### src/flbc_pkg.sv
// Shared constants and types of the fault lamp blink code logic
package flbc_pkg;

	// ----------------------------------------------------------------
	// Clock and time base
	// ----------------------------------------------------------------
	localparam int CLK_HZ      = 25_000_000;
	localparam int TICK_MS     = 100;                     // Blink time base step
	localparam int TICK_CYCLES = CLK_HZ / 1000 * TICK_MS; // Cycles per step

	// ----------------------------------------------------------------
	// Blink timing, in ms as specified, then in time base steps
	// ----------------------------------------------------------------
	localparam int LONG_ON_MS   = 600;
	localparam int SHORT_ON_MS  = 300;
	localparam int BLINK_GAP_MS = 300;
	localparam int GROUP_GAP_MS = 1000;
	localparam int CODE_GAP_MS  = 2000;
	localparam logic [4:0] LONG_ON_TICKS   = 5'(LONG_ON_MS / TICK_MS);
	localparam logic [4:0] SHORT_ON_TICKS  = 5'(SHORT_ON_MS / TICK_MS);
	localparam logic [4:0] BLINK_GAP_TICKS = 5'(BLINK_GAP_MS / TICK_MS);
	localparam logic [4:0] GROUP_GAP_TICKS = 5'(GROUP_GAP_MS / TICK_MS);
	localparam logic [4:0] CODE_GAP_TICKS  = 5'(CODE_GAP_MS / TICK_MS);
	localparam logic [4:0] TIMER_LAST      = 5'h01;

	// ----------------------------------------------------------------
	// Drive cycle thresholds
	// ----------------------------------------------------------------
	localparam logic [1:0] UNLATCH_PATTERNS = 2'h3; // Clean patterns to unlatch
	localparam logic [5:0] HIDE_PATTERNS    = 6'h28; // Clean patterns to hide code

	// ----------------------------------------------------------------
	// Trouble codes
	// ----------------------------------------------------------------
	typedef struct packed {
		logic [7:0] leftVal;  // Counted by long blinks
		logic [7:0] rightVal; // Counted by short blinks
	} flbc_code_t;

	localparam flbc_code_t NO_FAULT_CODE = '{leftVal: 8'h05, rightVal: 8'h05};

	// Vehicle state seen by the lamp logic
	typedef struct packed {
		logic ignitionOn;
		logic engineRunning;
		logic cpuFault;
		logic readoutRequest;   // Mode select level from the service connector
		logic patternEnd;       // One-cycle pulse at the end of a driving pattern
		logic patternQualifies; // Pattern met the self-diagnostic condition
	} flbc_vehicle_t;

	// Blink sequencer states
	typedef enum logic [6:0] {
		BL_IDLE      = 7'h01,
		BL_LONG_ON   = 7'h02,
		BL_LONG_OFF  = 7'h04,
		BL_GROUP_GAP = 7'h08,
		BL_SHORT_ON  = 7'h10,
		BL_SHORT_OFF = 7'h20,
		BL_CODE_GAP  = 7'h40
	} flbc_blink_e;

endpackage

### src/flbc_top.sv
// Fault lamp controller: bulb check, fault warning and trouble code readout
`timescale 1ns/10ps
// Summary of operation
// - Normal mode, ignition on, engine stopped: lamp steadily on as bulb check.
// - When the engine starts the lamp goes off unless a fault keeps it lit.
// - Engine running: lamp on while a fault or processor failure is present.
// - Readout mode, entered with engine stopped, blinks out each stored code not yet hidden.
// - Long 0.6 s blinks count the left value, then short 0.3 s the right.
// - With nothing stored the readout shows code 0505.
// - Going from readout back to normal mode clears all stored codes.
// - A fault seen for the first time is stored and lights the lamp.
// - Same fault in two consecutive qualifying patterns latches the lamp on.
// - Three consecutive clean qualifying patterns turn a latched lamp off.
// - After 40 clean patterns a code is no longer shown but stays stored.
module flbc_top #(
	parameter int NUM_FAULTS  = 8,
	parameter int TICK_CYCLES = flbc_pkg::TICK_CYCLES
) (
	input  wire logic                                   clk,
	input  wire logic                                   resetn,
	input  wire flbc_pkg::flbc_vehicle_t                vehicle,
	input  wire logic [NUM_FAULTS-1:0]                  faultDetect,
	input  wire flbc_pkg::flbc_code_t [NUM_FAULTS-1:0]  faultCodes,
	output logic                                        faultLamp,
	output logic                                        readoutActive,
	output logic                                        lampLatched,
	output logic [NUM_FAULTS-1:0]                       codeStored
);
	import flbc_pkg::*;

	localparam int IW = (NUM_FAULTS > 1) ? $clog2(NUM_FAULTS) : 1;

	// ----------------------------------------------------------------
	// State record
	// ----------------------------------------------------------------
	// Fault memory survives ignition cycles; only reset or a readout exit clears it.
	// The shown set is a subset of stored: a code may be hidden yet still held.
	// Clean counters saturate, so a code hidden long ago does not wrap back into view.
	typedef struct packed {
		logic                       readout;
		logic [IW-1:0]              showIdx;
		logic [NUM_FAULTS-1:0]      stored;
		logic [NUM_FAULTS-1:0]      shown;
		logic [NUM_FAULTS-1:0]      seen;      // Fault met in the current pattern
		logic [NUM_FAULTS-1:0]      prevSeen;  // Fault met in the last qualifying one
		logic [NUM_FAULTS-1:0][5:0] cleanCnt;
		logic [1:0]                 cleanRun;
		logic                       latched;
		logic                       patternLit;
		logic                       lamp;
	} flbc_state_t;

	// Working copies of the state record and the glue around the sequencer
	flbc_state_t q;
	flbc_state_t d;
	flbc_code_t  showCode;
	logic        blinkLamp;
	logic        codeDone;
	logic        anyDetect;
	logic        anySeen;
	logic        repeatSeen;

	// Every output is a plain register bit of the state record
	assign faultLamp     = q.lamp;
	assign readoutActive = q.readout;
	assign lampLatched   = q.latched;
	assign codeStored    = q.stored;

	// ----------------------------------------------------------------
	// Helpers
	// ----------------------------------------------------------------
	// Next shown slot after idx, wrapping; returns idx itself when none other
	// Scans one full turn, so a lone shown slot is found again from itself;
	// the loop bound is a parameter, which keeps the logic a fixed mux tree
	function automatic logic [IW-1:0] nextShown(input logic [NUM_FAULTS-1:0] shownSet,
		input logic [IW-1:0] idx);
		logic [IW-1:0] res;
		logic          found;
		int            k;
		res = idx;
		found = 1'b0;
		for (int j = 1; j <= NUM_FAULTS; j++) begin
			k = (int'(idx) + j) % NUM_FAULTS;
			if (!found && shownSet[k]) begin
				res = IW'(k);
				found = 1'b1;
			end
		end
		return res;
	endfunction

	// ----------------------------------------------------------------
	// Code selection and blink sequencer
	// ----------------------------------------------------------------
	// A slot that is not shown means the whole list is empty
	// The sequencer takes the code only when it starts a new one, so a change
	// of the shown set in mid code never garbles a blink that is running
	always_comb begin
		if (q.shown[q.showIdx]) begin
			showCode = faultCodes[q.showIdx];
		end else begin
			showCode = NO_FAULT_CODE;
		end
	end

	// Sequencer runs only in readout; leaving drops it back to idle at once
	flbc_blink_gen #(
		.TICK_CYCLES(TICK_CYCLES)
	) u_blink (
		.clk     (clk),
		.resetn  (resetn),
		.enable  (q.readout),
		.code    (showCode),
		.lamp    (blinkLamp),
		.codeDone(codeDone)
	);

	// ----------------------------------------------------------------
	// Mode, fault memory and drive cycle counters
	// ----------------------------------------------------------------
	// Order matters: clear first, pattern close next, new detections last,
	// so a detection in the clearing cycle survives
	always_comb begin
		d = q;
		anyDetect = |faultDetect;
		anySeen = |q.seen;
		repeatSeen = |(q.seen & q.prevSeen);

		// Mode switching
		// Entry needs the engine stopped; a start during readout keeps the mode.
		// Exit clears the codes; the latch and its clean run are not codes and stay.
		if (!q.readout) begin
			if (vehicle.readoutRequest && vehicle.ignitionOn && !vehicle.engineRunning) begin
				d.readout = 1'b1;
				d.showIdx = nextShown(q.shown, IW'(NUM_FAULTS - 1));
			end
		end else if (!vehicle.readoutRequest) begin
			d.readout = 1'b0;
			d.stored = '0;
			d.shown = '0;
			d.prevSeen = '0;
			d.cleanCnt = '0;
		end else if (codeDone) begin
			d.showIdx = nextShown(q.shown, q.showIdx);
		end

		// Close of a driving pattern
		// A pattern that fails the diagnostic condition only closes the pattern,
		// so it can neither latch, unlatch nor hide anything
		if (vehicle.patternEnd) begin
			d.seen = '0;
			d.patternLit = 1'b0;
			if (vehicle.patternQualifies) begin
				for (int i = 0; i < NUM_FAULTS; i++) begin
					if (q.seen[i]) begin
						d.prevSeen[i] = 1'b1;
						d.cleanCnt[i] = '0;
					end else begin
						d.prevSeen[i] = 1'b0;
						if (q.cleanCnt[i] != HIDE_PATTERNS) begin
							d.cleanCnt[i] = q.cleanCnt[i] + 6'h01;
						end
						if (q.cleanCnt[i] + 6'h01 >= HIDE_PATTERNS) begin
							d.shown[i] = 1'b0;
						end
					end
				end
				if (repeatSeen) begin
					d.latched = 1'b1;
					d.cleanRun = '0;
				end else if (anySeen) begin
					d.cleanRun = '0;
				end else begin
					if (q.cleanRun != UNLATCH_PATTERNS) begin
						d.cleanRun = q.cleanRun + 2'h1;
					end
					if (q.cleanRun + 2'h1 >= UNLATCH_PATTERNS) begin
						d.latched = 1'b0;
					end
				end
			end
		end

		// New detections win over any clear in the same cycle
		// A hidden code that comes back is shown again from the next pass of the list
		for (int i = 0; i < NUM_FAULTS; i++) begin
			if (faultDetect[i]) begin
				d.stored[i] = 1'b1;
				d.shown[i] = 1'b1;
				d.seen[i] = 1'b1;
				d.cleanCnt[i] = '0;
			end
		end
		if (anyDetect) begin
			d.patternLit = 1'b1;
		end

		// Lamp drive
		// Readout owns the lamp; below it ignition off, bulb check, then warning
		if (q.readout) begin
			d.lamp = blinkLamp;
		end else if (!vehicle.ignitionOn) begin
			d.lamp = 1'b0;
		end else if (!vehicle.engineRunning) begin
			d.lamp = 1'b1;
		end else begin
			// Fault warning, or the lamp kept lit by a latched or fresh fault
			d.lamp = anyDetect || vehicle.cpuFault || q.patternLit || q.latched;
		end
	end

	// State register; memory is not cleared by ignition, only by reset or a readout exit
	// The asynchronous branch loads constants only; run-time values come from d
	always_ff @(posedge clk or negedge resetn) begin
		if (!resetn) begin
			q <= '0;
		end else begin
			q <= d;
		end
	end

endmodule

### src/flbc_blink_gen.sv
// Blink sequencer: shows one trouble code as long and short lamp pulses
`timescale 1ns/10ps
module flbc_blink_gen #(
	parameter int TICK_CYCLES = flbc_pkg::TICK_CYCLES
) (
	input  wire logic                clk,
	input  wire logic                resetn,
	input  wire logic                enable,
	input  wire flbc_pkg::flbc_code_t code,
	output logic                     lamp,
	output logic                     codeDone
);
	import flbc_pkg::*;

	localparam int TW = $clog2(TICK_CYCLES);
	localparam logic [TW-1:0] TICK_LAST = TW'(TICK_CYCLES - 1);

	typedef struct packed {
		flbc_blink_e   state;
		logic [TW-1:0] tickCnt;
		logic [4:0]    timer;
		logic [7:0]    remain;
		logic [7:0]    rightVal;
		logic          lamp;
		logic          codeDone;
	} flbc_gen_t;

	flbc_gen_t q;
	flbc_gen_t d;
	logic      tick;
	logic      expire;

	assign lamp     = q.lamp;
	assign codeDone = q.codeDone;

	// ----------------------------------------------------------------
	// Sequencer
	// ----------------------------------------------------------------
	// Time base restarts with each code so the first blink has full length
	always_comb begin
		d = q;
		d.codeDone = 1'b0;
		tick = (q.tickCnt == TICK_LAST);
		expire = tick && (q.timer == TIMER_LAST);
		d.tickCnt = tick ? '0 : q.tickCnt + 1'b1;
		if (tick) begin
			d.timer = q.timer - 1'b1;
		end
		case (q.state)
			BL_IDLE: begin
				d.tickCnt = '0;
				d.rightVal = code.rightVal;
				// Wait out the done cycle so the owner has moved on to the next code
				if (!enable || q.codeDone) begin
					d.state = BL_IDLE;
				end else if (code.leftVal != 8'h00) begin
					d.state = BL_LONG_ON;
					d.timer = LONG_ON_TICKS;
					d.remain = code.leftVal;
				end else if (code.rightVal != 8'h00) begin
					d.state = BL_SHORT_ON;
					d.timer = SHORT_ON_TICKS;
					d.remain = code.rightVal;
				end else begin
					d.state = BL_CODE_GAP;
					d.timer = CODE_GAP_TICKS;
				end
			end
			BL_LONG_ON: begin
				if (expire) begin
					d.remain = q.remain - 1'b1;
					if (q.remain != 8'h01) begin
						d.state = BL_LONG_OFF;
						d.timer = BLINK_GAP_TICKS;
					end else if (q.rightVal != 8'h00) begin
						d.state = BL_GROUP_GAP;
						d.timer = GROUP_GAP_TICKS;
					end else begin
						d.state = BL_CODE_GAP;
						d.timer = CODE_GAP_TICKS;
					end
				end
			end
			BL_LONG_OFF: begin
				if (expire) begin
					d.state = BL_LONG_ON;
					d.timer = LONG_ON_TICKS;
				end
			end
			BL_GROUP_GAP: begin
				if (expire) begin
					d.state = BL_SHORT_ON;
					d.timer = SHORT_ON_TICKS;
					d.remain = q.rightVal;
				end
			end
			BL_SHORT_ON: begin
				if (expire) begin
					d.remain = q.remain - 1'b1;
					if (q.remain != 8'h01) begin
						d.state = BL_SHORT_OFF;
						d.timer = BLINK_GAP_TICKS;
					end else begin
						d.state = BL_CODE_GAP;
						d.timer = CODE_GAP_TICKS;
					end
				end
			end
			BL_SHORT_OFF: begin
				if (expire) begin
					d.state = BL_SHORT_ON;
					d.timer = SHORT_ON_TICKS;
				end
			end
			BL_CODE_GAP: begin
				if (expire) begin
					d.state = BL_IDLE;
					d.codeDone = 1'b1;
				end
			end
			default: begin
				d.state = BL_IDLE;
			end
		endcase
		// Leaving readout drops the lamp at once, mid blink if need be
		if (!enable) begin
			d.state = BL_IDLE;
			d.codeDone = 1'b0;
		end
		d.lamp = (d.state == BL_LONG_ON) || (d.state == BL_SHORT_ON);
	end

	// State register
	always_ff @(posedge clk or negedge resetn) begin
		if (!resetn) begin
			q <= '{state: BL_IDLE, default: '0};
		end else begin
			q <= d;
		end
	end

endmodule

### config.mk
export PLATFORM = sky130hd
export DESIGN_NAME = flbc_top
export DESIGN_NICKNAME = d
export VERILOG_FILES = /design/src/flbc_pkg.sv /design/src/flbc_top.sv /design/src/flbc_blink_gen.sv
export SDC_FILE = /design/constraint.sdc
export NUM_CORES = 1
export LEC_CHECK = 0
export BUFFER_PORTS_ARGS = -buffer_cell sky130_fd_sc_hd__buf_2
export CAP_MARGIN = 10
export CORE_ASPECT_RATIO = 0.75
export CORE_UTILIZATION = 35
export DETAILED_ROUTE_END_ITERATION = 10
export SLEW_MARGIN = 5
export SYNTH_ARGS = -nofsm -noshare
export SYNTH_HDL_FRONTEND = slang
export SYNTH_HIERARCHICAL = 1
export SYNTH_SLANG_ARGS = --single-unit
### constraint.sdc
create_clock -name clk -period 3.66 [get_ports clk]
set_input_delay 0.366 -clock clk [delete_from_list [all_inputs] [get_ports clk]]
set_output_delay 0.366 -clock clk [all_outputs]
set_load 0.02 [all_outputs]
==> flow_metrics.tcl, run 1 <==
set metrics [dict create \
    outcome "complete, but fails checks" \
    violations "negative hold slack" \
    htree_levels 4 \
    synth-compound-area-share 0.1659 \
    post-dp-hpwl_um 20170 \
    cts_setup_buffers 0 \
    fill_cells 2690 \
    syn2layout_area_growth_pct 17.32 \
    antenna_found_initial 1 \
    synthArstFlopShare 1.000 \
    relSlewSlack 0.4192 \
    tritoncts "built" \
    finalSetupViolCount 0 \
    hold_slack_ns -0.0003785 \
    fp.dieArea_um2 28800 \
    worstPathMaxFanout 17 \
    ys_top_cells_by_count "dfrtp_1 (140), nand2_1 (127), nor2_1 (112)" \
    multi_input_area_um2 5882 \
    p_sw_w 0.001635 \
    drtAntennaViolNets 0 \
    drt-wirelength-per-cell_um 17.45 \
    synth.most_common_cell "dfrtp_1" \
    synth_top_area_cell "dfrtp_1" \
    area.sequential_um2 3531 \
    synth_area_um2 9842 \
    die_y_um 147.2 \
    cts.repair.resized 0 \
    grt_overflow 0 \
    min_period_over_period 0.9099 \
    synth_top_area_frac 0.3560 \
    numPortBuffers 154 \
    leakage_nw 4.847 \
    gr-usage-all-layers 0.1904 \
    tightest_slew_ns 0.8711 \
    clock-root-buffer "clkbuf_16" \
    clk_pin_slew_ns 0.06 \
    synthCells 1060 \
    period_needed_ns 3.330 \
    crit_path_start_kind "flip-flop" \
    ys.flop_type "dfrtp_1" \
    hold_buffers 0 \
    yosys_warnings 6 \
    first_pass_iters 6 \
    die_w_um 195.6 \
    synthXorXnorAreaFrac 0.05238 \
    synth_adder_area_share 0.03178 \
    end_kind "flip-flop" \
    via_count 8649 \
    syn_avg_cell_area_um2 9.285 \
    p_per_area_nw_per_um2 443.8 \
    drt-initial-drc-count 829 \
    ir_drop_uv 360.8 \
    synth_edf_count 0 \
    rows 52 \
    cts_buffer_depth 2 \
    skew_ns 0.01388 \
    grt_max_degree 86 \
    vias_per_cell 5.555 \
    total_power_w 0.005124 \
    fmax_ghz 0.3003 \
    layout-drive-gt1-share 0.2398 \
    ys_types 86 \
    max-cap-violations 0 \
    clkPwrFrac 0.359 \
    synthMuxAreaShare 0.1323 \
    place.gp.congestion 0.9037 \
    synth_seq_area_share 0.3586 \
    numCtsBuffers 17 \
    switching_share 0.3191 \
    clock-sinks 141 \
    pwr-share-comb 0.284 \
    clk_latency_ns 0.43 \
    worstPathArrival_ns 3.63 \
    finalSetupTns_ns 0 \
    finalHoldViolCount 2 \
    core_um2 27330 \
    synthSimpleGateAreaFrac 0.2148 \
    fin_ws_ns 0.3298 \
    power_frac_seq 0.357 \
    holdCritPathClass "in -> async" \
    final_cells 1557 \
    p_int_w 0.003489 \
    initial_core_util 0.3602 \
    route.final.wire_length_um 27160 \
    grt_pass1_wl_um 43320 \
    crit_type "reg -> reg" \
    ios 155 \
    dp_slack_ns 0.3722 \
    synth_seq_cells 141 \
    synth_top_family_by_area "simple AND/OR/NAND/NOR gates" \
    nNetsFinal 1362 \
    drc 0 \
    dp_cells 1525 \
    syn_nets 1229 \
    synthTopCellsByArea "dfrtp_1 (36%), mux4_2 (9.2%), nand2_1 (4.8%)" \
    drv_slew 0 \
    grt_pass1_vias 7913 \
    rsz0062_at_grt "false" \
    crit_required_ns 3.96 \
]
-- critical path, stage by stage (launching register included) --
cell and delay, ns:
dfrtp_2 0.61, mux4_2 0.62, mux2i_2 0.16, buf_4 0.23
a21oi_1 0.08, nor4_1 0.45, nand2_1 0.18, nor4_1 0.48
o221ai_1 0.22, o2bb2ai_1 0.17
-- layer usage --
metal	global-route usage	part of all wire	vias up
li1	-	-	4155
met1	0.2974	0.50	4218
met3	0.04431	0.063	18
met2	0.2584	0.43	258
met4	0.04764	0.0092	0
met5	0	0	-
-- worst paths after layout --
kind	from	to	slack [ns]	depth (start not counted)
hold / removal	resetn	u_blink/q[12]$_DFFE_PN0P_	-0.0004	1
setup / recovery	q[85]$_DFFE_PN0P_	u_blink/q[20]$_DFF_PN0_	0.33	9
hold reg to reg	codeStored[7]$_DFFE_PN0P_	codeStored[7]$_DFFE_PN0P_	0.47	1
setup reg to reg	q[85]$_DFFE_PN0P_	u_blink/q[20]$_DFF_PN0_	0.33	9
min in group clk	faultDetect[7]	q[52]$_DFF_PN0_	0.19	2
max in group asynchronous	resetn	q[29]$_DFF_PN0_	2.85	2
-- cell type report --
type	count	area share
sequential	141	0.3058
clock buffer	20	0.03955
clock inverter	11	0.01441
antenna	1	0.0002167
inverter	35	0.01138
tap	351	0.03804
multi-input combinational	826	0.5094
timing repair buffer	172	0.08117
-- per-stage QoR --
| stage | utilization | hold WS, ns | instance area [um2] |
|---|---|---|---|
| after floorplan | - | 0.07041 | 9842 |
| after detailed placement | 0.3996 | 0.4601 | 10920 |
| after global routing | 0.4225 | 0.07393 | 11550 |
| final | 0.4225 | -0.0003785 | 11550 |
| after CTS | 0.4224 | 0.03113 | 11540 |
| after global placement | 0.3996 | 0.4559 | 10920 |
-- power by group through the flow --
stage                     sequential (W)  combinational [W]  clock [W]
final                            0.00183            0.00146    0.00184
after global routing             0.00184            0.00158    0.00195
after CTS                        0.00182            0.00144    0.00189
after detailed placement         0.00185            0.00143          0
after global placement           0.00185            0.00143          0
after floorplan                  0.00178            0.00109          0
-- registers in the layout, summed over array words and instances (netlist names) --
signal,flops
q,78
u_blink/q,50
u_blink/lamp,1
codeStored,8
u_blink/codeDone,1
lampLatched,1
readoutActive,1
faultLamp,1
-- kinds of logic after synthesis --
group | Yosys count
flops | 141
xor+xnor | 58
simple gates | 424
mux | 72
fa+ha+maj | 25
compound gates | 247
buf+inv | 93
-- cells in the final DEF, fill, tap and decap left out, drive strengths merged, types with 6 or more instances in the layout --
| master | n |
|---|---|
| a211oi | 7 |
| a21o | 25 |
| a21oi | 86 |
| a22o | 9 |
| a22oi | 13 |
| a2bb2oi | 7 |
| a31oi | 6 |
| and2 | 8 |
| and3 | 12 |
| and4 | 7 |
| buf | 172 |
| clkbuf | 20 |
| dfrtp | 140 |
| ha | 25 |
| inv | 34 |
| mux2 | 16 |
| mux2i | 14 |
| mux4 | 42 |
| nand2 | 128 |
| nand2b | 11 |
| nand3 | 37 |
| nand3b | 8 |
| nand4 | 11 |
| nor2 | 113 |
| nor2b | 8 |
| nor3 | 28 |
| nor4 | 14 |
| nor4b | 7 |
| o21ai | 35 |
| o21bai | 6 |
| o22ai | 11 |
| o31ai | 8 |
| or3 | 8 |
| xnor2 | 20 |
| xor2 | 38 |
Power figures use the tool's default switching activity.
==> inputs of run 2 (changes only) <==
--- a/config.mk
+++ b/config.mk
@@ -7,9 +7,13 @@
 export LEC_CHECK = 0
 export BUFFER_PORTS_ARGS = -buffer_cell sky130_fd_sc_hd__buf_2
 export CAP_MARGIN = 10
+export CELL_PAD_IN_SITES_DETAIL_PLACEMENT = 1
+export CELL_PAD_IN_SITES_GLOBAL_PLACEMENT = 2
 export CORE_ASPECT_RATIO = 0.75
 export CORE_UTILIZATION = 35
+export CTS_BUF_LIST = sky130_fd_sc_hd__clkbuf_4 sky130_fd_sc_hd__clkbuf_8
 export DETAILED_ROUTE_END_ITERATION = 10
+export PLACE_DENSITY_LB_ADDON = 0.1
 export SLEW_MARGIN = 5
 export SYNTH_ARGS = -nofsm -noshare
 export SYNTH_HDL_FRONTEND = slang
==> flow_metrics.tcl, run 2 (synthesis gave the netlist of run 1 again) <==
set metrics [dict create \
    initial_core_util 0.3602 \
    route.final.wire_length_um 30760 \
    endpoint "q[87]$_DFFE_PN0P_" \
    largest_reg_flops 78 \
    antenna_found_initial 0 \
    cts_setup_buffers 0 \
    drv_slew 0 \
    post-route-util 0.4157 \
    worstPathMaxFanout 14 \
    end_kind "flip-flop" \
    fmax_ghz 0.2901 \
    gr-usage-all-layers 0.2219 \
    power_frac_seq 0.391 \
    die_w_um 195.6 \
    tritoncts "built" \
    grt_pass1_wl_um 49840 \
    crit_required_ns 4.01 \
    vias_per_cell 5.582 \
    grtUsageMet1 0.3250 \
    htree_levels 4 \
    met3_usage 0.04178 \
    post-dp-hpwl_um 23480 \
    finalSetupViolCount 0 \
    fp.dieArea_um2 28800 \
    rows 52 \
    grt-busiest-layer "met2" \
    clk_latency_ns 0.48 \
    mostFrequentLayoutCells "buf_2 (153), dfrtp_1 (138), nand2_1 (127), nor2_1 (112), a21oi_1 (86)" \
    grt_pass1_vias 8880 \
    switching_share 0.3670 \
    outcome "completed" \
    final_cells 1561 \
    syn2layout_area_growth_pct 15.41 \
    crit_type "reg -> reg" \
    cp-startpoint "q[86]$_DFFE_PN0P_" \
    finalSetupTns_ns 0 \
    first_pass_iters 4 \
    skew_ns 0.01200 \
    ios 155 \
    p_sw_w 0.001709 \
    r2r-end "q[87]$_DFFE_PN0P_" \
    max-cap-violations 0 \
    period_needed_ns 3.447 \
    min_from "faultDetect[7]" \
    fill_cells 3220 \
    numCtsBuffers 17 \
    via_count 8714 \
    crit_path_start_kind "flip-flop" \
    clk_pin_slew_ns 0.09 \
    drc 0 \
    layout-drive-gt1-share 0.2446 \
    antennaDiodeCount 0 \
    hold_slack_ns 0.1434 \
    cts_buffer_depth 2 \
    dp_cells 1528 \
    rr_startpoint "q[86]$_DFFE_PN0P_" \
    p_per_area_nw_per_um2 409.9 \
    rsz0062_at_grt "false" \
    final_common_cell "buf_2" \
    drt-initial-drc-count 430 \
    regToRegSetupSlack_ns 0.21 \
    drtAntennaViolNets 0 \
    ir_drop_uv 178.9 \
    drt-wirelength-per-cell_um 19.70 \
    grt_max_degree 61 \
    clock-sinks 141 \
    total_power_w 0.004656 \
    core_um2 27330 \
    largest_register "q" \
    numPortBuffers 154 \
    grt_overflow 0 \
    nNetsFinal 1366 \
    relSlewSlack 0.3565 \
    die_y_um 147.2 \
    met2_usage 0.3393 \
    finalHoldViolCount 0 \
    leakage_nw 4.767 \
    ff2ff_path_depth 8 \
    clock-root-buffer "clkbuf_8" \
    place.gp.congestion 0.8260 \
    holdCritPathClass "in -> reg" \
    min_period_over_period 0.9417 \
    clkPwrFrac 0.285 \
    worstPathArrival_ns 3.80 \
    p_int_w 0.002947 \
    tightest_slew_ns 0.9410 \
    pwr-share-comb 0.324 \
]
## run 2: cell types whose count changed in the layout (fill, tap and decap cells not counted), sizes merged, moves of 2 or more
cell / delta
bufinv: -2
buf: +3
clkinv: +4
inv: +3
clkbuf: -3
## run 2: worst min-delay path by stage
| stage | endpoint | slack (ns) | cells after the start |
|---|---|---|---|
| 2_1_floorplan | codeStored[0]$_DFFE_PN0P_ | 0.07 | 0 |
| 3_3_place_gp | codeStored[6]$_DFFE_PN0P_ | 0.34 | 1 |
| 3_5_place_dp | codeStored[6]$_DFFE_PN0P_ | 0.34 | 1 |
| 4_1_cts | q[52]$_DFF_PN0_ | 0.11 | 2 |
| 5_1_grt | q[15]$_DFF_PN0_ | 0.14 | 2 |
| 6_report | q[52]$_DFF_PN0_ | 0.14 | 2 |
## run 2: routing by layer
metal	vias to the layer above	wire length (um)
met5	-	0
met4	0	239
met1	4338	15360
met2	200	13750
li1	4160	-
met3	16	1416
## run 2: repair_timing
| item | in CTS | in global routing |
|---|---|---|
| endpoints found under the hold margin | 41 | 0 |
| hold buffers | 1 | 0 |
| setup endpoints to repair | 0 | 9 |
| gates resized for setup | 0 | 1 |
## run 2: layout make-up
class                   count  area [um2]  area share
flip-flops and latches    141        3532      0.3110
multi-input cells         826        5888      0.5184
repair buffers            176       969.7     0.08537
clock buffers              17       234.0     0.02060
clock inverters            15       163.9     0.01443
well taps                 351       439.2     0.03866
inverters                  35       131.4     0.01157
## run 2: per-stage QoR
| stage | cell area, um2 | worst slack, ns |
|---|---|---|
| 2_1_floorplan | 9842 | 0.3028 |
| 3_3_place_gp | 10940 | 0.2734 |
| 3_5_place_dp | 10940 | 0.2238 |
| 4_1_cts | 11350 | 0.1914 |
| 5_1_grt | 11360 | 0.01240 |
| 6_report | 11360 | 0.2134 |
## run 2: power groups by stage
stage               Sequential [W]  Combinational, W  Clock, W
global route               0.00184           0.00167   0.00144
detailed placement         0.00185           0.00150         0
floorplan                  0.00178           0.00109         0
global placement           0.00185           0.00151         0
finish                     0.00182           0.00151   0.00133
CTS                        0.00182           0.00151   0.00138
## run 2: critical path, stage by stage (launching register included)
cell	delay, ns
dfrtp_1	0.86
buf_4	0.32
ha_1	0.28
xnor2_2	0.22
mux4_2	0.44
or3b_4	0.43
a211oi_2	0.28
a311oi_1	0.09
a221oi_2	0.39
==> inputs of run 3 (changes only) <==
--- a/config.mk
+++ b/config.mk
@@ -10,7 +10,7 @@
 export CELL_PAD_IN_SITES_DETAIL_PLACEMENT = 1
 export CELL_PAD_IN_SITES_GLOBAL_PLACEMENT = 2
 export CORE_ASPECT_RATIO = 0.75
-export CORE_UTILIZATION = 35
+export CORE_UTILIZATION = 37
 export CTS_BUF_LIST = sky130_fd_sc_hd__clkbuf_4 sky130_fd_sc_hd__clkbuf_8
 export DETAILED_ROUTE_END_ITERATION = 10
 export PLACE_DENSITY_LB_ADDON = 0.1
==> flow_metrics.tcl, run 3 (synthesis gave the netlist of run 1 again) <==
set metrics [dict create \
    layout-drive-gt1-share 0.2453 \
    die_w_um 190.3 \
    fill_cells 3065 \
    place_area_um2 10950 \
    antennaDiodeCount 0 \
    mostFrequentLayoutCells "buf_2 (153), dfrtp_1 (138), nand2_1 (127), nor2_1 (112), a21oi_1 (86)" \
    via_count 8724 \
    leakage_nw 4.802 \
    place.gp.congestion 0.8952 \
    clock-root-buffer "clkbuf_8" \
    numPortBuffers 154 \
    final_common_cell "buf_2" \
    area.sequential_um2 3532 \
    antenna_found_initial 1 \
    die_y_um 143.2 \
    hold_slack_ns -0.01774 \
    rows 51 \
    gr-usage-all-layers 0.2416 \
    post-dp-hpwl_um 24070 \
    syn2layout_area_growth_pct 16.03 \
    drtAntennaViolNets 0 \
    crit_type "reg -> reg" \
    min_period_over_period 0.9533 \
    crit_required_ns 4.00 \
    dp_cells 1523 \
    ios 155 \
    worstPathMaxFanout 14 \
    vias_per_cell 5.610 \
    first_pass_iters 5 \
    drv_slew 0 \
    core_um2 26040 \
    largest_register "q" \
    crit_path_start_kind "flip-flop" \
    fmax_ghz 0.2866 \
    end_kind "flip-flop" \
    finalHoldViolCount 4 \
    nNetsFinal 1367 \
    clk_pin_slew_ns 0.09 \
    finalSetupTns_ns 0 \
    drt-wirelength-per-cell_um 20.30 \
    fp.dieArea_um2 27260 \
    worstPathArrival_ns 3.83 \
    final_cells 1555 \
    tritoncts "built" \
    drc 0 \
    p_per_area_nw_per_um2 423.5 \
    max-cap-violations 0 \
    grt_max_degree 90 \
    route.final.wire_length_um 31560 \
    outcome "complete, but fails checks" \
    fin_area_um2 11420 \
    grt_pass1_wl_um 50560 \
    ir_drop_uv 321.1 \
    relSlewSlack 0.3742 \
    htree_levels 4 \
    clk_latency_ns 0.46 \
    holdCritPathClass "in -> async" \
    multi_input_area_um2 5882 \
    period_needed_ns 3.489 \
    numCtsBuffers 17 \
    violations "negative hold slack" \
    cts_buffer_depth 2 \
    initial_core_util 0.3780 \
    drt-initial-drc-count 414 \
    hold_buffers 0 \
    cts_setup_buffers 0 \
    clock-sinks 141 \
    grt_pass1_vias 8917 \
    rsz0062_at_grt "false" \
    tightest_slew_ns 0.9385 \
    finalSetupViolCount 0 \
    cts.repair.resized 0 \
    largest_reg_flops 78 \
    skew_ns 0.01410 \
    grt_overflow 0 \
    post-route-util 0.4386 \
]
run 3: changes by cell type in the layout (fill, tap and decap cells not counted):
| cell | delta |
|---|---|
| clkinvlp_4 | +1 |
| buf_4 | +2 |
| nor4_2 | -1 |
| inv_6 | -1 |
| clkinv_2 | -1 |
| clkinv_4 | -4 |
| nor4_1 | +1 |
| bufinv_16 | +3 |
| inv_8 | +2 |
| dlygate4sd3_1 | -1 |
run 3: final cells by class:
type,count,share of cell area
Timing Repair Buffer,177,0.08535
Clock inverter,15,0.02060
Sequential cell,141,0.3093
Tap cell,344,0.03769
Multi-Input combinational cell,826,0.5151
Inverter,35,0.01150
Clock buffer,17,0.02049
run 3: path summary, 6_finish.rpt:
| path | cells after the start | from | slack (ns) | end |
|---|---|---|---|---|
| min in group clk | 2 | faultDetect[4] | 0.18 | q[33]$_DFF_PN0_ |
| max reg2reg | 10 | q[70]$_DFF_PN0_ | 0.17 | u_blink/q[20]$_DFF_PN0_ |
| min reg2reg | 1 | codeStored[1]$_DFFE_PN0P_ | 0.48 | codeStored[1]$_DFFE_PN0P_ |
| min | 1 | resetn | -0.02 | q[43]$_DFF_PN0_ |
| max | 10 | q[70]$_DFF_PN0_ | 0.17 | u_blink/q[20]$_DFF_PN0_ |
| max in group asynchronous | 2 | resetn | 2.82 | q[87]$_DFFE_PN0P_ |
run 3: metal layers:
metal	wire, um	vias to the layer above	share of wire	global-route usage
met5	8	-	0.00025	0
met4	692	2	0.022	0.07032
met2	14100	225	0.45	0.3736
li1	-	4138	-	-
met3	1552	29	0.049	0.05308
met1	15200	4330	0.48	0.3373
run 3: power by group:
group / switching, W / internal, W
registers: 0.000128 / 0.00167
clock network: 0.000693 / 0.000825
logic: 0.000853 / 0.000671
total: 0.00167 / 0.00316
run 3: worst max-delay path: stages, from the launching register on:
cell and delay, ns:
dfrtp_1 0.48, mux4_1 0.56, mux2i_2 0.21, buf_4 0.24, buf_4 0.15, a21oi_1 0.05, nor4_1 0.54, nand2_1 0.22
nor4_1 0.52, o221ai_1 0.23, o2bb2ai_1 0.16
run 3: per-stage QoR:
stage,total power (W),setup slack (ns)
6_report,0.004837,0.1709
5_1_grt,0.005111,0.006522
4_1_cts,0.004894,0.2967
3_5_place_dp,0.003349,0.3156
3_3_place_gp,0.003343,0.4247
2_1_floorplan,0.002863,0.3028
